==> config.mk <==
export PLATFORM = sky130hd
export DESIGN_NAME = tli_timer_irq
export DESIGN_NICKNAME = d
export VERILOG_FILES = /design/src/tli_pkg.sv /design/src/tli_timer_irq.sv /design/src/tli_cnt16.sv
export SDC_FILE = /design/constraint.sdc
export NUM_CORES = 1
export LEC_CHECK = 0
export ABC_AREA = 1
export BUFFER_PORTS_ARGS = -buffer_cell sky130_fd_sc_hd__buf_2
export CAP_MARGIN = 20
export CORE_UTILIZATION = 28
export CTS_CLUSTER_DIAMETER = 40
export DETAILED_ROUTE_END_ITERATION = 10
export GPL_TIMING_DRIVEN = 0
export SLEW_MARGIN = 0
export SYNTH_ARGS = -nofsm -noshare
export SYNTH_HDL_FRONTEND = slang
export SYNTH_SLANG_ARGS = --single-unit
==> constraint.sdc <==
create_clock -name clk -period 9.09 [get_ports clk]
set_input_delay 0.4545 -clock clk [delete_from_list [all_inputs] [get_ports clk]]
set_output_delay 0.4545 -clock clk [all_outputs]
set_load 0.1 [all_outputs]
==> src/tli_pkg.sv <==
// Shared constants for the timer latency and interrupt block.
// Assumes one 250 MHz clock and a plain register port with 5-bit word addresses.
package tli_pkg;

  // ==========================================================
  // Sizes
  // ==========================================================
  localparam int TLI_NTIM = 5; // Number of timers.
  localparam int TLI_CW = 16; // Width of one timer count.

  // ==========================================================
  // Register map: address = {bank, select}
  // ==========================================================
  localparam logic [2:0] TLI_BANK_GLOBAL = 3'h5; // Banks 0 to 4 are the timers.
  localparam logic [1:0] TLI_SEL_CTRL = 2'h0; // Timer control register.
  localparam logic [1:0] TLI_SEL_COUNT = 2'h1; // Timer count register.
  localparam logic [1:0] TLI_SEL_PERIOD = 2'h2; // Timer period register.
  localparam logic [1:0] TLI_SEL_FLAG = 2'h0; // Flags, write one to clear.
  localparam logic [1:0] TLI_SEL_IE = 2'h1; // Interrupt enables.
  localparam logic [1:0] TLI_SEL_PRIO = 2'h2; // Priority and subpriority fields.
  localparam logic [1:0] TLI_SEL_OSC = 2'h3; // Oscillator control register.

  // ==========================================================
  // Field positions
  // ==========================================================
  localparam int TLI_CTRL_ON = 15; // Timer enable.
  localparam int TLI_CTRL_GATE = 7; // Gated accumulation mode.
  localparam int TLI_CTRL_PAIR = 3; // 32-bit pairing, lower timer of a pair.
  localparam int TLI_CTRL_SYNC = 2; // External clock synchronised (first timer).
  localparam int TLI_CTRL_EXT = 1; // External clock source.
  localparam int TLI_OSC_EN = 0; // Secondary oscillator enable.
  localparam int TLI_OSC_ACTIVE = 1; // Secondary oscillator running (read only).
  localparam int TLI_PRI_FIELD = 5; // Bits per timer in the priority register.
  localparam int TLI_PRI_LSB = 0; // Priority group lsb within a field.
  localparam int TLI_SUB_LSB = 3; // Subpriority lsb within a field.

  // ==========================================================
  // Reset values
  // ==========================================================
  localparam logic [15:0] TLI_CTRL_RST = 16'h0000; // Control reset value.
  localparam logic [15:0] TLI_PERIOD_RST = 16'hFFFF; // Period reset value.
  localparam logic [15:0] TLI_COUNT_RST = 16'h0000; // Count reset value.

  // ==========================================================
  // Timing counts
  // ==========================================================
  localparam int TLI_EXT_START_TICKS = 2; // Timer clocks before enable acts.
  localparam int TLI_ASYNC_WR_TICKS = 2; // Timer clocks before a count write lands.
  localparam int TLI_ASYNC_RD_CYC = 2; // Bus clocks of read lag in asynchronous mode.
  localparam int TLI_FLAG_BUS_CYC = 1; // Bus clock part of the flag latency.
  localparam int TLI_FLAG_SYS_CYC = 2; // System clock part of the flag latency.
  localparam int TLI_FLAG_DLY = TLI_FLAG_BUS_CYC + TLI_FLAG_SYS_CYC; // Total flag latency.

  // ==========================================================
  // Vector numbers, timer 0 in the lowest slot
  // ==========================================================
  localparam logic [4:0][5:0] TLI_VECTOR = {6'h14, 6'h10, 6'h0C, 6'h08, 6'h04};

  // Arbiter states, one-hot.
  typedef enum logic [1:0] {
    TLI_ST_IDLE = 2'b01,
    TLI_ST_SERVE = 2'b10
  } tli_arb_state_t;

endpackage : tli_pkg

==> src/tli_timer_irq.sv <==
// Five timers with clock-source latencies, flag generation and interrupt arbitration.
// Assumes all pins are synchronous to clk; external clocks are sampled as levels.
`timescale 1ns/1ps

// Operation
// - Synchronous mode register accesses act immediately.
// - Async first timer count reads lag two cycles.
// - Async count write lands after two ticks.
// - External clock timers start two ticks after enable.
// - First timer external enable/disable delayed two ticks.
// - Other timers act on disable with zero latency.
// - Flag rises four cycles after the event.
// - Secondary oscillator clocks first timer when selected.
// - Oscillator runs when fuse low and enabled.
// - Period match sets flag outside gated mode.
// - Gate falling edge sets flag in gated mode.
// - Pair upper timer flag serves 32-bit timer.
// - Flag stays set until software clears it.
// - Zero period generates no interrupt outside gated mode.
// - Flag sets regardless of interrupt enable.
// - Enable bit gates the CPU request.
// - Three-bit priority, zero disables the source.
// - Higher subpriority preempts within a group.
// - Higher group preempts the interrupt in service.
// - Ties go to the lower vector number.
// - Vectors are 4, 8, 12, 16, 20.
// - Deferred requests rise once served flag clears.
module tli_timer_irq
  import tli_pkg::*;
(
  input wire logic clk,
  input wire logic resetn,
  input wire logic [4:0] regAddr,
  input wire logic [31:0] regWdata,
  input wire logic regWr,
  input wire logic regRd,
  output logic [31:0] regRdata,
  input wire logic [TLI_NTIM-1:0] extClkIn,
  input wire logic soscClkIn,
  input wire logic [TLI_NTIM-1:0] gateIn,
  input wire logic secondaryOscFuse,
  input wire logic irqAck,
  output logic irqReq,
  output logic [5:0] irqVector,
  output logic [2:0] irqPriority,
  output logic [TLI_NTIM-1:0] timerIrqFlag,
  output logic secondaryOscActive
);

  // ==========================================================
  // State
  // ==========================================================
  typedef struct packed {
    logic [TLI_NTIM-1:0] clkPrev; // Last external clock level.
    logic [TLI_NTIM-1:0] gatePrev; // Last gate level.
    logic [TLI_NTIM-1:0][TLI_EXT_START_TICKS-1:0] onPipe; // Enable seen by the timer clock.
    logic wrPend; // Asynchronous count write in flight.
    logic [1:0] wrTicks; // Timer clocks seen by that write.
    logic [TLI_CW-1:0] wrData; // Value of that write.
    logic [TLI_ASYNC_RD_CYC-1:0][TLI_CW-1:0] cntDly; // Lagged first-timer count.
    logic [TLI_FLAG_DLY-1:0][TLI_NTIM-1:0] evtPipe; // Event synchroniser chain.
    logic [TLI_NTIM-1:0] flag; // Sticky interrupt flags.
    logic [TLI_NTIM-1:0][TLI_CW-1:0] ctrl; // Control registers.
    logic [TLI_NTIM-1:0][TLI_CW-1:0] per; // Period registers.
    logic [TLI_NTIM-1:0] ie; // Interrupt enables.
    logic [TLI_NTIM*TLI_PRI_FIELD-1:0] prio; // Priority fields.
    logic secondary_osc_enable; // Oscillator enable bit.
    logic soscActive; // Oscillator running.
    logic [31:0] rdata; // Read data.
    tli_arb_state_t state; // Arbiter state.
    logic [2:0] activeIdx; // Source in service.
    logic irqReq; // Request to the CPU.
    logic [2:0] irqIdx; // Source requested.
    logic [5:0] irqVec; // Vector requested.
    logic [2:0] irqPri; // Group requested.
    logic [TLI_NTIM-1:0] pendPrev; // Pending set one cycle ago.
  } tli_state_t;

  tli_state_t st_ff; // Registered state.
  tli_state_t nxt_st; // Next state.

  logic [TLI_NTIM-1:0][TLI_CW-1:0] cnt; // Counts from the counters.
  logic [TLI_NTIM-1:0] srcLvl; // Selected clock level.
  logic [TLI_NTIM-1:0] extTick; // Rising edge of that clock.
  logic [TLI_NTIM-1:0] tick; // Count clock per timer.
  logic [TLI_NTIM-1:0] run; // Timer counting.
  logic [TLI_NTIM-1:0] gateFall; // Falling gate edge.
  logic [TLI_NTIM-1:0] inc; // Increment strobes.
  logic [TLI_NTIM-1:0] clr; // Clear strobes.
  logic [TLI_NTIM-1:0] load; // Load strobes.
  logic [TLI_NTIM-1:0][TLI_CW-1:0] loadVal; // Load values.
  logic [TLI_NTIM-1:0] evt; // Timer events.
  logic [TLI_NTIM-1:0] pend; // Enabled pending sources.
  logic [TLI_NTIM-1:0][4:0] keyA; // {group, subpriority} per source.
  logic [2:0] bank; // Register bank.
  logic [1:0] sel; // Register within a bank.
  logic async0; // First timer asynchronous.
  logic incReq; // Increment request scratch.
  logic [31:0] cnt32; // Paired count.
  logic [31:0] per32; // Paired period.
  logic found; // Some source pending.
  logic [2:0] bestIdx; // Winning source.
  logic [4:0] bestKey; // Winning key.
  logic beats; // Winner may request now.

  // ==========================================================
  // Counters
  // ==========================================================
  for (genvar g = 0; g < TLI_NTIM; g++) begin : gCnt
    tli_cnt16 uCnt (
      .clk(clk),
      .resetn(resetn),
      .inc(inc[g]),
      .clr(clr[g]),
      .load(load[g]),
      .loadVal(loadVal[g]),
      .cnt(cnt[g])
    );
  end

  // ==========================================================
  // Next-state logic.
  // ==========================================================
  always_comb begin
    nxt_st = st_ff;
    bank = regAddr[4:2];
    sel = regAddr[1:0];
    async0 = st_ff.ctrl[0][TLI_CTRL_EXT] & ~st_ff.ctrl[0][TLI_CTRL_SYNC];
    load = '0;
    inc = '0;
    clr = '0;
    evt = '0;
    incReq = 1'b0;
    cnt32 = '0;
    per32 = '0;
    for (int i = 0; i < TLI_NTIM; i++) begin
      loadVal[i] = regWdata[TLI_CW-1:0];
    end
    // The secondary oscillator replaces the first timer's external pin.
    srcLvl = extClkIn;
    if (st_ff.soscActive) begin
      srcLvl[0] = soscClkIn;
    end
    nxt_st.soscActive = ~secondaryOscFuse & st_ff.secondary_osc_enable;
    extTick = srcLvl & ~st_ff.clkPrev;
    nxt_st.clkPrev = srcLvl;
    gateFall = st_ff.gatePrev & ~gateIn;
    nxt_st.gatePrev = gateIn;

    // Asynchronous count write: held until two timer clocks have passed.
    if (regWr && bank == 3'h0 && sel == TLI_SEL_COUNT && async0 && !st_ff.wrPend) begin
      nxt_st.wrPend = 1'b1;
      nxt_st.wrData = regWdata[TLI_CW-1:0];
      nxt_st.wrTicks = 2'h0;
    end
    if (st_ff.wrPend && extTick[0]) begin
      if (st_ff.wrTicks == 2'(TLI_ASYNC_WR_TICKS - 1)) begin
        load[0] = 1'b1;
        loadVal[0] = st_ff.wrData;
        nxt_st.wrPend = 1'b0;
      end else begin
        nxt_st.wrTicks = 2'(st_ff.wrTicks + 2'h1);
      end
    end

    // Per-timer clocking, enable latency, counting and events.
    for (int i = 0; i < TLI_NTIM; i++) begin
      tick[i] = st_ff.ctrl[i][TLI_CTRL_EXT] ? extTick[i] : 1'b1;
      if (extTick[i]) begin
        nxt_st.onPipe[i] = {st_ff.onPipe[i][0], st_ff.ctrl[i][TLI_CTRL_ON]};
      end
      if (i != 0 && !st_ff.ctrl[i][TLI_CTRL_ON]) begin
        nxt_st.onPipe[i] = '0;
      end
      if (!st_ff.ctrl[i][TLI_CTRL_EXT]) begin
        run[i] = st_ff.ctrl[i][TLI_CTRL_ON];
      end else if (i == 0) begin
        run[i] = st_ff.onPipe[i][TLI_EXT_START_TICKS-1];
      end else begin
        run[i] = st_ff.ctrl[i][TLI_CTRL_ON] & st_ff.onPipe[i][TLI_EXT_START_TICKS-1];
      end
      // Synchronous count writes load at once and mask that increment.
      if (regWr && bank == 3'(i) && sel == TLI_SEL_COUNT && !(i == 0 && async0)) begin
        load[i] = 1'b1;
      end
      incReq = run[i] & tick[i] & (~st_ff.ctrl[i][TLI_CTRL_GATE] | gateIn[i]) & ~load[i];
      clr[i] = incReq & (cnt[i] == st_ff.per[i]);
      inc[i] = incReq & (cnt[i] != st_ff.per[i]);
      if (st_ff.ctrl[i][TLI_CTRL_GATE]) begin
        evt[i] = run[i] & gateFall[i];
      end else begin
        evt[i] = inc[i] & (TLI_CW'(cnt[i] + 16'h0001) == st_ff.per[i]) & (st_ff.per[i] != '0);
      end
    end

    // 32-bit pairs: the lower timer drives, the upper timer owns the event.
    for (int p = 1; p < TLI_NTIM; p += 2) begin
      if (st_ff.ctrl[p][TLI_CTRL_PAIR]) begin
        cnt32 = {cnt[p+1], cnt[p]};
        per32 = {st_ff.per[p+1], st_ff.per[p]};
        incReq = run[p] & tick[p] & (~st_ff.ctrl[p][TLI_CTRL_GATE] | gateIn[p]) & ~load[p] & ~load[p+1];
        inc[p] = incReq & (cnt32 != per32);
        clr[p] = incReq & (cnt32 == per32);
        inc[p+1] = inc[p] & (cnt[p] == 16'hFFFF);
        clr[p+1] = clr[p];
        evt[p] = 1'b0;
        if (st_ff.ctrl[p][TLI_CTRL_GATE]) begin
          evt[p+1] = run[p] & gateFall[p];
        end else begin
          evt[p+1] = inc[p] & (32'(cnt32 + 32'h00000001) == per32) & (per32 != '0);
        end
      end
    end

    // Lagged copy of the first count for asynchronous reads.
    nxt_st.cntDly[0] = cnt[0];
    for (int k = 1; k < TLI_ASYNC_RD_CYC; k++) begin
      nxt_st.cntDly[k] = st_ff.cntDly[k-1];
    end

    // Event chain into the flags; software clear loses to a new set.
    nxt_st.evtPipe[0] = evt;
    for (int k = 1; k < TLI_FLAG_DLY; k++) begin
      nxt_st.evtPipe[k] = st_ff.evtPipe[k-1];
    end
    nxt_st.flag = st_ff.flag | st_ff.evtPipe[TLI_FLAG_DLY-1];
    if (regWr && bank == TLI_BANK_GLOBAL && sel == TLI_SEL_FLAG) begin
      nxt_st.flag = (st_ff.flag & ~regWdata[TLI_NTIM-1:0]) | st_ff.evtPipe[TLI_FLAG_DLY-1];
    end

    // Register writes.
    if (regWr) begin
      for (int i = 0; i < TLI_NTIM; i++) begin
        if (bank == 3'(i) && sel == TLI_SEL_CTRL) begin
          nxt_st.ctrl[i] = regWdata[TLI_CW-1:0];
        end
        if (bank == 3'(i) && sel == TLI_SEL_PERIOD) begin
          nxt_st.per[i] = regWdata[TLI_CW-1:0];
        end
      end
      if (bank == TLI_BANK_GLOBAL && sel == TLI_SEL_IE) begin
        nxt_st.ie = regWdata[TLI_NTIM-1:0];
      end
      if (bank == TLI_BANK_GLOBAL && sel == TLI_SEL_PRIO) begin
        nxt_st.prio = regWdata[TLI_NTIM*TLI_PRI_FIELD-1:0];
      end
      if (bank == TLI_BANK_GLOBAL && sel == TLI_SEL_OSC) begin
        nxt_st.secondary_osc_enable = regWdata[TLI_OSC_EN];
      end
    end

    // Read data stand for one cycle only; unmapped reads return zero.
    nxt_st.rdata = '0;
    if (regRd && bank < TLI_BANK_GLOBAL) begin
      case (sel)
        TLI_SEL_CTRL: nxt_st.rdata = {16'h0000, st_ff.ctrl[bank]};
        TLI_SEL_COUNT: begin
          if (bank == 3'h0 && async0) begin
            nxt_st.rdata = {16'h0000, st_ff.cntDly[TLI_ASYNC_RD_CYC-1]};
          end else begin
            nxt_st.rdata = {16'h0000, cnt[bank]};
          end
        end
        TLI_SEL_PERIOD: nxt_st.rdata = {16'h0000, st_ff.per[bank]};
        default: nxt_st.rdata = '0;
      endcase
    end else if (regRd && bank == TLI_BANK_GLOBAL) begin
      case (sel)
        TLI_SEL_FLAG: nxt_st.rdata = {27'h0000000, st_ff.flag};
        TLI_SEL_IE: nxt_st.rdata = {27'h0000000, st_ff.ie};
        TLI_SEL_PRIO: nxt_st.rdata = {7'h00, st_ff.prio};
        default: nxt_st.rdata = {30'h00000000, st_ff.soscActive, st_ff.secondary_osc_enable};
      endcase
    end

    // Arbitration: group, then subpriority, then the lower vector.
    pend = '0;
    found = 1'b0;
    bestIdx = 3'h0;
    bestKey = 5'h00;
    for (int i = 0; i < TLI_NTIM; i++) begin
      keyA[i] = {st_ff.prio[i*TLI_PRI_FIELD+TLI_PRI_LSB +: 3], st_ff.prio[i*TLI_PRI_FIELD+TLI_SUB_LSB +: 2]};
      pend[i] = st_ff.flag[i] & st_ff.ie[i] & (keyA[i][4:2] != 3'h0);
      if (pend[i] && (!found || keyA[i] > bestKey)) begin
        found = 1'b1;
        bestIdx = 3'(i);
        bestKey = keyA[i];
      end
    end
    // An accepted request drops at once and is measured against the source just taken.
    beats = found && ((st_ff.state == TLI_ST_IDLE && !(irqAck && st_ff.irqReq)) ||
      bestKey > keyA[(irqAck && st_ff.irqReq) ? st_ff.irqIdx : st_ff.activeIdx]);
    nxt_st.irqReq = beats;
    nxt_st.irqIdx = bestIdx;
    nxt_st.irqVec = TLI_VECTOR[bestIdx];
    nxt_st.irqPri = bestKey[4:2];
    nxt_st.pendPrev = pend;
    case (st_ff.state)
      TLI_ST_IDLE: begin
        if (irqAck && st_ff.irqReq) begin
          nxt_st.state = TLI_ST_SERVE;
          nxt_st.activeIdx = st_ff.irqIdx;
        end
      end
      TLI_ST_SERVE: begin
        if (irqAck && st_ff.irqReq) begin
          nxt_st.activeIdx = st_ff.irqIdx;
        end else if (!st_ff.flag[st_ff.activeIdx]) begin
          nxt_st.state = TLI_ST_IDLE;
        end
      end
      default: nxt_st.state = TLI_ST_IDLE;
    endcase
  end

  // ==========================================================
  // State register.
  // ==========================================================
  always_ff @(posedge clk) begin
    if (!resetn) begin
      st_ff <= '0;
      st_ff.ctrl <= {TLI_NTIM{TLI_CTRL_RST}};
      st_ff.per <= {TLI_NTIM{TLI_PERIOD_RST}};
      st_ff.state <= TLI_ST_IDLE;
    end else begin
      st_ff <= nxt_st;
    end
  end

  assign regRdata = st_ff.rdata;
  assign irqReq = st_ff.irqReq;
  assign irqVector = st_ff.irqVec;
  assign irqPriority = st_ff.irqPri;
  assign timerIrqFlag = st_ff.flag;
  assign secondaryOscActive = st_ff.soscActive;

  // ==========================================================
  // Assertions.
  // ==========================================================
  property p_flag_lat;
    @(posedge clk) disable iff (!resetn)
      evt[0] && !st_ff.flag[0] && st_ff.evtPipe == '0 |-> ##3 !st_ff.flag[0] ##1 st_ff.flag[0];
  endproperty
  a_flag_lat: assert property (p_flag_lat) else $error("flag late");

  property p_flag_hold;
    @(posedge clk) disable iff (!resetn)
      st_ff.flag[1] && !(regWr && regAddr == {TLI_BANK_GLOBAL, TLI_SEL_FLAG} && regWdata[1]) |=> st_ff.flag[1];
  endproperty
  a_flag_hold: assert property (p_flag_hold) else $error("flag lost");

  property p_zero_per;
    @(posedge clk) disable iff (!resetn)
      st_ff.per[0] == 16'h0000 && !st_ff.ctrl[0][TLI_CTRL_GATE] |-> !evt[0];
  endproperty
  a_zero_per: assert property (p_zero_per) else $error("event at zero period");

  property p_async_rd;
    @(posedge clk) disable iff (!resetn)
      regRd && regAddr == {3'h0, TLI_SEL_COUNT} && async0 |=> regRdata[15:0] == $past(cnt[0], 3);
  endproperty
  a_async_rd: assert property (p_async_rd) else $error("async read lag");

  property p_sync_rd;
    @(posedge clk) disable iff (!resetn)
      regRd && regAddr == {3'h1, TLI_SEL_COUNT} |=> regRdata[15:0] == $past(cnt[1]);
  endproperty
  a_sync_rd: assert property (p_sync_rd) else $error("sync read lag");

  property p_req_src;
    @(posedge clk) disable iff (!resetn) st_ff.irqReq |-> st_ff.pendPrev[st_ff.irqIdx];
  endproperty
  a_req_src: assert property (p_req_src) else $error("request without enabled flag");

  property p_prio0;
    @(posedge clk) disable iff (!resetn) st_ff.irqReq |-> st_ff.irqPri != 3'h0;
  endproperty
  a_prio0: assert property (p_prio0) else $error("group zero requested");

  property p_tie;
    @(posedge clk) disable iff (!resetn) pend[0] && pend[1] && keyA[0] == keyA[1] |=> st_ff.irqIdx != 3'h1;
  endproperty
  a_tie: assert property (p_tie) else $error("tie went to higher vector");

  property p_vec;
    @(posedge clk) disable iff (!resetn) st_ff.irqReq |-> st_ff.irqVec == 6'({st_ff.irqIdx, 2'b00} + 5'h04);
  endproperty
  a_vec: assert property (p_vec) else $error("wrong vector");

  property p_ext_start;
    @(posedge clk) disable iff (!resetn)
      $rose(run[1]) && st_ff.ctrl[1][TLI_CTRL_EXT] && $past(st_ff.ctrl[1][TLI_CTRL_EXT]) |-> $past(extTick[1]);
  endproperty
  a_ext_start: assert property (p_ext_start) else $error("start not on timer clock");

  property p_release;
    @(posedge clk) disable iff (!resetn)
      st_ff.state == TLI_ST_SERVE && !st_ff.flag[st_ff.activeIdx] && !(irqAck && st_ff.irqReq)
      |=> st_ff.state == TLI_ST_IDLE;
  endproperty
  a_release: assert property (p_release) else $error("service not released");

endmodule : tli_timer_irq

==> src/tli_cnt16.sv <==
// One 16-bit timer count with clear, load and increment.
// Assumes the caller never asserts clear and increment together.
`timescale 1ns/1ps
module tli_cnt16
  import tli_pkg::*;
(
  input wire logic clk,
  input wire logic resetn,
  input wire logic inc,
  input wire logic clr,
  input wire logic load,
  input wire logic [TLI_CW-1:0] loadVal,
  output logic [TLI_CW-1:0] cnt
);

  // State of the counter.
  typedef struct packed {
    logic [TLI_CW-1:0] cnt; // Current count.
  } tli_cnt_state_t;

  tli_cnt_state_t st_ff; // Registered state.
  tli_cnt_state_t nxt_st; // Next state.

  // ==========================================================
  // Next state: clear beats load, load beats increment.
  // ==========================================================
  always_comb begin
    nxt_st = st_ff;
    if (clr) begin
      nxt_st.cnt = '0;
    end else if (load) begin
      nxt_st.cnt = loadVal;
    end else if (inc) begin
      nxt_st.cnt = TLI_CW'(st_ff.cnt + 16'h0001);
    end
  end

  // Register the state.
  always_ff @(posedge clk) begin
    if (!resetn) begin
      st_ff.cnt <= TLI_COUNT_RST;
    end else begin
      st_ff <= nxt_st;
    end
  end

  assign cnt = st_ff.cnt;

endmodule : tli_cnt16

-- Word level (Yosys, flattened, before mapping)
Memory sizes are Yosys's and may differ from the RTL's. A register that Yosys moved wholly into a read port is not among the register bits.
Index checks and enable logic that the tools add are counted.
- mux-type cells: 83
- $add $sub $neg: 8
- bitwise operators: 94
- magnitude comparators: 9
- reduce and logical (&&, ||, !) cells: 98
- equality and inequality tests: 37
- operators with widths (cell ; count):
    2-to-1 mux 16 bit ; 16
    == test 16 bit ; 10
    binary-select mux 16 bit (select 3 bit) ; 3
    == test 32 bit ; 4
    adder 16 x 1 -> 16 bit (second input constant) ; 5
    inequality test 16 bit ; 5
    nonzero test 16 bit ; 5
    one-hot mux 25 bit (3 select lines) ; 1
    bitwise AND 1 bit ; 68
    adder 32 x 1 -> 32 bit (second input constant) ; 2
    inequality test 32 bit ; 2
    nonzero test 32 bit ; 2
    one-hot mux 16 bit (3 select lines) ; 1
    2-to-1 mux 5 bit ; 8
    logical AND 1 bit ; 39
    AND reduction 2 bit ; 18
    2-to-1 mux 1 bit ; 33
    == test 16 bit (second input constant) ; 2
    2-to-1 mux 32 bit ; 1
    > comparator 5 bit ; 5
    2-to-1 mux 25 bit ; 1
    2-to-1 mux 19 bit ; 1
    2-to-1 mux 2 bit ; 9
    bitwise AND 5 bit ; 3
    other kinds (27) ; 85
- input bits: 54
- logic and storage cells: 373
- memories: 1
- register bits: 407
- output and inout port bits: 48
- ROM bits: 48
- memory list (memory ; words ; bits a word ; read ports ; clocked after memory_dff ; write ports ; RTL line ; source):
    (no name shown) ; 8 ; 6 ; 1 ; 1 ; 0 ; tli_timer_irq.sv:295 ; nxt_st.irqVec = TLI_VECTOR[bestIdx];

-- Depth between registers and ports, before layout
- word-level depth: 22
- mapped depth: 53
- mapped depth without buffers: 53

-- By module
From an unflattened synthesis, not the netlist that was laid out.
- cells, all modules: 4018
- area total of the unflattened synthesis: 25366.8 µm²
- modules (own cells, without submodules) (module ; instances ; area each (µm²) ; cells each ; sequential area each (µm²)):
    tli_timer_irq ; 1 ; 20099.3 ; 3233 ; 6466.2
    tli_cnt16 ; 5 ; 1053.5 ; 157 ; 320.3

-- Worst setup path after synthesis
Ideal clock, no wire load.
- path kind: register to register
- start point: register st_ff, in the netlist timerIrqFlag[0]
- end point: register st_ff, in the netlist irqReq
- required time: 8.972 ns
- stages on the path, launching flop included: 52
- buffers on the path: 0
- path slack: 2.741 ns
- arrival time: 6.231 ns
- clock period less this slack: 6.349 ns
- setup time: 0.118 ns
- path through: dfxtp_1 -> nand2_1 -> a31oi_1 -> inv_1 -> nor2_1 -> inv_1 -> ha_1 -> nand2_1 -> o21ai_0 -> o21ai_0 -> nand2_1 -> nand2_1 -> nand2_1 -> and2_1 -> ha_1 -> nand2_1 -> nor2_1 -> nand2_1 -> [16 not listed] -> and2_1 -> ha_1 -> nand2_1 -> nor3_1 -> o22ai_1 -> nand2_1 -> nand2_1 -> inv_1 -> nand2_1 -> nand2_1 -> inv_1 -> ha_1 -> nand2_1 -> inv_1 -> nand3_1 -> o221ai_1 -> a32oi_1 -> nor2_1
- cells in the longest elaborated chain, start to end: 22
- elaborated cells on any way between the ends: 31
- those cells by class: order compare: 5; mux: 10; bitwise: 2; reduce/logical: 14
- ends and longest elaborated chain (what ; RTL line ; source):
    from (decl) ; tli_timer_irq.sv:79 ; tli_state_t st_ff;
    from (signal assigned) ; tli_timer_irq.sv:326 ; st_ff <= nxt_st;
    bitwise AND 1 bit * (2 in a row) ; tli_timer_irq.sv:283 ; pend[i] = st_ff.flag[i] & st_ff.ie[i] & (keyA[i][4:2] != 3'h0);
    2-to-1 mux 5 bit / 2-to-1 mux 1 bit (equally long branches) ; tli_timer_irq.sv:284 ; if (pend[i] && (!found || keyA[i] > bestKey)) begin
    > comparator 5 bit / logical NOT 1 bit (equally long branches) ; tli_timer_irq.sv:284 ;
    logical OR 1 bit ; tli_timer_irq.sv:284 ;
    logical AND 1 bit ; tli_timer_irq.sv:284 ;
    2-to-1 mux 5 bit / 2-to-1 mux 1 bit (equally long branches) ; tli_timer_irq.sv:284 ;
    > comparator 5 bit / logical NOT 1 bit (equally long branches) ; tli_timer_irq.sv:284 ;
    logical OR 1 bit ; tli_timer_irq.sv:284 ;
    [6 not listed] ; -- ;
    > comparator 5 bit / logical NOT 1 bit (equally long branches) ; tli_timer_irq.sv:284 ;
    logical OR 1 bit ; tli_timer_irq.sv:284 ;
    logical AND 1 bit ; tli_timer_irq.sv:284 ;
    2-to-1 mux 5 bit * ; tli_timer_irq.sv:284 ;
    named net bestKey[4] ; tli_timer_irq.sv:103 ; logic [4:0] bestKey;
    > comparator 5 bit * ; tli_timer_irq.sv:292 ; bestKey > keyA[(irqAck && st_ff.irqReq) ? st_ff.irqIdx : st_ff.activeIdx]);
    logical OR 1 bit * ; tli_timer_irq.sv:291 ; beats = found && ((st_ff.state == TLI_ST_IDLE && !(irqAck && st_ff.irqReq)) ||
    logical AND 1 bit * ; tli_timer_irq.sv:291 ;
The timed path passes the listed nets; every way through them passes the cells marked *.
A chain may end at the register's enable or synchronous reset.

-- Final worst setup path
Same ends and word-level chain as after synthesis.

==> results.json <==
{
  "vertical_die_dimension_um": 295,
  "post_route_skew_ps": 34.0,
  "via_count_of_the_first_global_routing_pass": 23336,
  "cp_slowest_stage_delay_ps": 510,
  "rsz_0062_raised_after_global_routing": "false",
  "drt-wirelength-per-cell_um": 21.0,
  "detail_route.drc_violations": 0,
  "critical_path_required_ps": 9590,
  "area_of_the_multi_input_gates_um2": 13100,
  "number_of_enable_type_register_cells_in_the_synthesized_netlist": 0,
  "worstSkewPairLatency_ps": 630,
  "worstReg2RegEnd": "irqReq$_SDFF_PN0_",
  "grt_max_degree": 15,
  "clock_slew_seen_by_the_registers_of_the_worst_setup_and_hold_paths_ps": 60,
  "critical_path.endpoint_type": "flop",
  "pwr_density_cell_nw_per_um2": 174,
  "timing.final.max_slew_violations": 0,
  "row_count": 106,
  "drtAntennaViolNets": 0,
  "postCtsHoldBufs": 0,
  "drt-total-wl_um": 105000,
  "critPathMaxFanout": 9,
  "power_switching_mw": 1.35,
  "numCtsBuffers": 69,
  "max_slew_headroom_at_the_worst_pin_pct": 17.5,
  "route.vias.total": 25728,
  "combinational_cell_fraction_of_total_power_pct": 7.7,
  "worst_hold_startpoint": "secondaryOscFuse",
  "grt_overflow_total": 0,
  "post-route-period-util_pct": 89.9,
  "post_cts_sizing_count": 0,
  "grt-busiest-layer": "met2",
  "asyncSetResetFlopFracSynth_pct": 0,
  "postSynthAreaPerCell_um2": 6.54,
  "cellInternalPower_mw": 3.60,
  "grt_util_met1_pct": 33.2,
  "cts.sink_count": 403,
  "gr-usage-met2_pct": 35.9,
  "holdCritPathClass": "primary input to flop",
  "min_period_ps": 8170,
  "layout_commonest_cell": "nand2_1",
  "worst_hold_path.num_cells": 2,
  "max_clock_freq_mhz": 122,
  "syn-cell-area_um2": 24000,
  "drt_first_pass_iters": 7,
  "number_of_distinct_library_cells_after_synthesis": 64,
  "start_kind": "flop",
  "ratio_of_cells_with_drive_above_1_in_the_final_layout_pct": 9.91,
  "gr_util_all_layers_pct": 23.8,
  "switching_share_pct": 27.2,
  "setup_viol_count_final": 0,
  "initial_utilization_pct": 28.5,
  "syn-instance-count": 3663,
  "commonest_non_fill_non_tap_cells_in_the_layout": "nand2_1 (880), inv_1 (422), dfxtp_1 (403)",
  "tightest_slew_ps": 1240,
  "ctsRootBufferMaster": "clkbuf_16",
  "holdPathEnd": "secondaryOscActive$_SDFF_PN0_",
  "port-buffer-count": 77,
  "grt_util_met3_pct": 3.31,
  "post_detailed_route_via_to_cell_ratio": 5.12,
  "fill_cells": 9114,
  "ys_seq_elements": 403,
  "reg2reg_setup_slack_ps": 920,
  "post_route_setup_tns_ps": 0,
  "cts.repair_timing.setup_buffer_count": 0,
  "dpl.hpwl_um": 81200,
  "vdd_ir_drop_max_mv": 0.114,
  "die_ar_um2": 86800,
  "core_area_um2": 84200,
  "yosys_most_used_dff": "dfxtp_1",
  "totalPowerFinal_mw": 4.95,
  "p_clk_share_pct": 55.5,
  "grt_antenna_before_repair": 4,
  "tritoncts": "done",
  "crit_arrival_ps": 8670,
  "first_pass_grt_wire_length_um": 153000,
  "cts-htree-levels": 3,
  "leakage_nw": 12.1,
  "design.portCount": 102,
  "synth-warning-count": 0,
  "ctsLongestPathBuffers": 3,
  "first_iter_violations": 3238,
  "gpl.final_weighted_congestion": 1.03,
  "worstRegToRegCells": 51,
  "chipWidth_um": 295,
  "seq_power_share_pct": 36.8,
  "timing.critical_path.mode_cell": "nand2_1",
  "crit_type": "flop to flop",
  "synthToLayoutAreaGrowth_pct": 18.7,
  "critPathSlowestCell": "dfxtp_1",
  "max-cap-violations": 0,
  "area.sequential_um2": 8070,
  "crit-reg2reg-launch": "timerIrqFlag[0]$_SDFF_PN0_",
  "design.final.nets": 3916,
  "seq_area_frac_synth_pct": 33.7,
  "result_of_the_run": "complete, no violations",
  "timing_hold_violations_final": 0
}
through the flow:
step	setup WS (ps)	instances	area [µm²]	hold WS [ps]	util, %
finish	920	5024	28400	34.2	33.8
global route	148	5021	28400	42.4	33.8
CTS	1160	5020	28400	15.7	33.8
detailed placement	1220	4894	26000	395	30.8
global placement	1280	4883	25800	396	30.6
floorplan	2740	3672	24000	390	-
cells by family (layout without fill, tap and decap cells):
logic type      Yosys count  after routing  share of synthesized area (%)
xor+xnor                149            149                           5.57
simple gates           1508           1508                           26.4
flops                   403            403                           33.7
other cells               1             14                         0.0156
fa+ha+maj                31             31                           1.62
compound gates          897            897                           21.0
buf+inv                 674            888                           11.8
how the worst max path moves through the flow:
stage,slack [ps],from,endpoint
final,920,timerIrqFlag[0]$_SDFF_PN0_,irqReq$_SDFF_PN0_
after floorplan,2740,timerIrqFlag[0]$_SDFF_PN0_,irqReq$_SDFF_PN0_
after global placement,1280,timerIrqFlag[0]$_SDFF_PN0_,irqReq$_SDFF_PN0_
after CTS,1160,timerIrqFlag[0]$_SDFF_PN0_,irqReq$_SDFF_PN0_
after detailed placement,1220,timerIrqFlag[0]$_SDFF_PN0_,irqReq$_SDFF_PN0_
after global routing,150,timerIrqFlag[0]$_SDFF_PN0_,irqReq$_SDFF_PN0_
power by group through the flow:
stage          Combinational (mW)  Clock [mW]  Sequential, mW
6_report                    0.381        2.75            1.82
5_1_grt                     0.399        2.86            1.82
4_1_cts                     0.370        2.77            1.82
3_5_place_dp                0.368           0            1.85
3_3_place_gp                0.359           0            1.85
2_1_floorplan               0.211           0            1.84
metal layers:
layer  vias to the layer above  wire length [µm]
met3                       237             10500
li1                      12251                 -
met4                         0              5030
met5                         -                 0
met2                      1310             44800
met1                     11930             45000
state kept, by name, indices dropped and copies added, names as in the netlist, 3 cells and up:
name,flops
gCnt.uCnt.cnt,80
irqPriority,3
irqVector,3
keyA,25
nxt_st,26
regRdata,25
st_ff,234
timerIrqFlag,5
synthesized netlist by cell type (7+ instances only):
cell | n | share of area (%)
a211oi_1 | 8 | 0.25
a22oi_1 | 9 | 0.28
and2_1 | 7 | 0.18
o21ai_1 | 14 | 0.29
nand2_2 | 12 | 0.31
dfxtp_1 | 403 | 34
inv_1 | 422 | 6.6
buf_1 | 20 | 0.31
buf_2 | 33 | 0.69
nand3_1 | 167 | 3.5
o21ai_0 | 392 | 8.2
xor2_1 | 63 | 2.3
buf_4 | 54 | 1.7
inv_2 | 10 | 0.16
clkbuf_1 | 112 | 1.8
nor2_4 | 9 | 0.42
xnor2_1 | 83 | 3.0
o22ai_1 | 55 | 1.4
o211ai_1 | 84 | 2.6
nor2_2 | 18 | 0.47
clkinv_1 | 8 | 0.13
nor3_1 | 27 | 0.56
ha_1 | 31 | 1.6
a21oi_1 | 278 | 5.8
nand4_1 | 25 | 0.65
nor2_1 | 330 | 5.2
o2111ai_1 | 14 | 0.51
clkbuf_2 | 8 | 0.17
nand3b_1 | 13 | 0.41
o21bai_1 | 8 | 0.25
nand2_1 | 880 | 14
layout make-up:
class / instances / share of cell area, %
plain buffers: 233 / 4.13
clock buffers: 83 / 6.65
repair buffers: 88 / 1.98
diodes: 4 / 0.0352
well taps: 1134 / 4.99
flip-flops and latches: 403 / 28.4
multi-input cells: 2595 / 46.1
inverters: 441 / 5.83
clock inverters: 43 / 1.96
critical path, delay by kind of cell, from the launching register on:
| kind | cells | cell delay, ps |
|---|---|---|
| and+or+nand+nor | 29 | 3600 |
| adders and majority gates | 5 | 1410 |
| buffers and inverters | 8 | 1130 |
| AOI/OAI and AO/OA | 9 | 1400 |
| DFF | 1 | 510 |
Note: power is estimated with default switching activity, not from simulation.
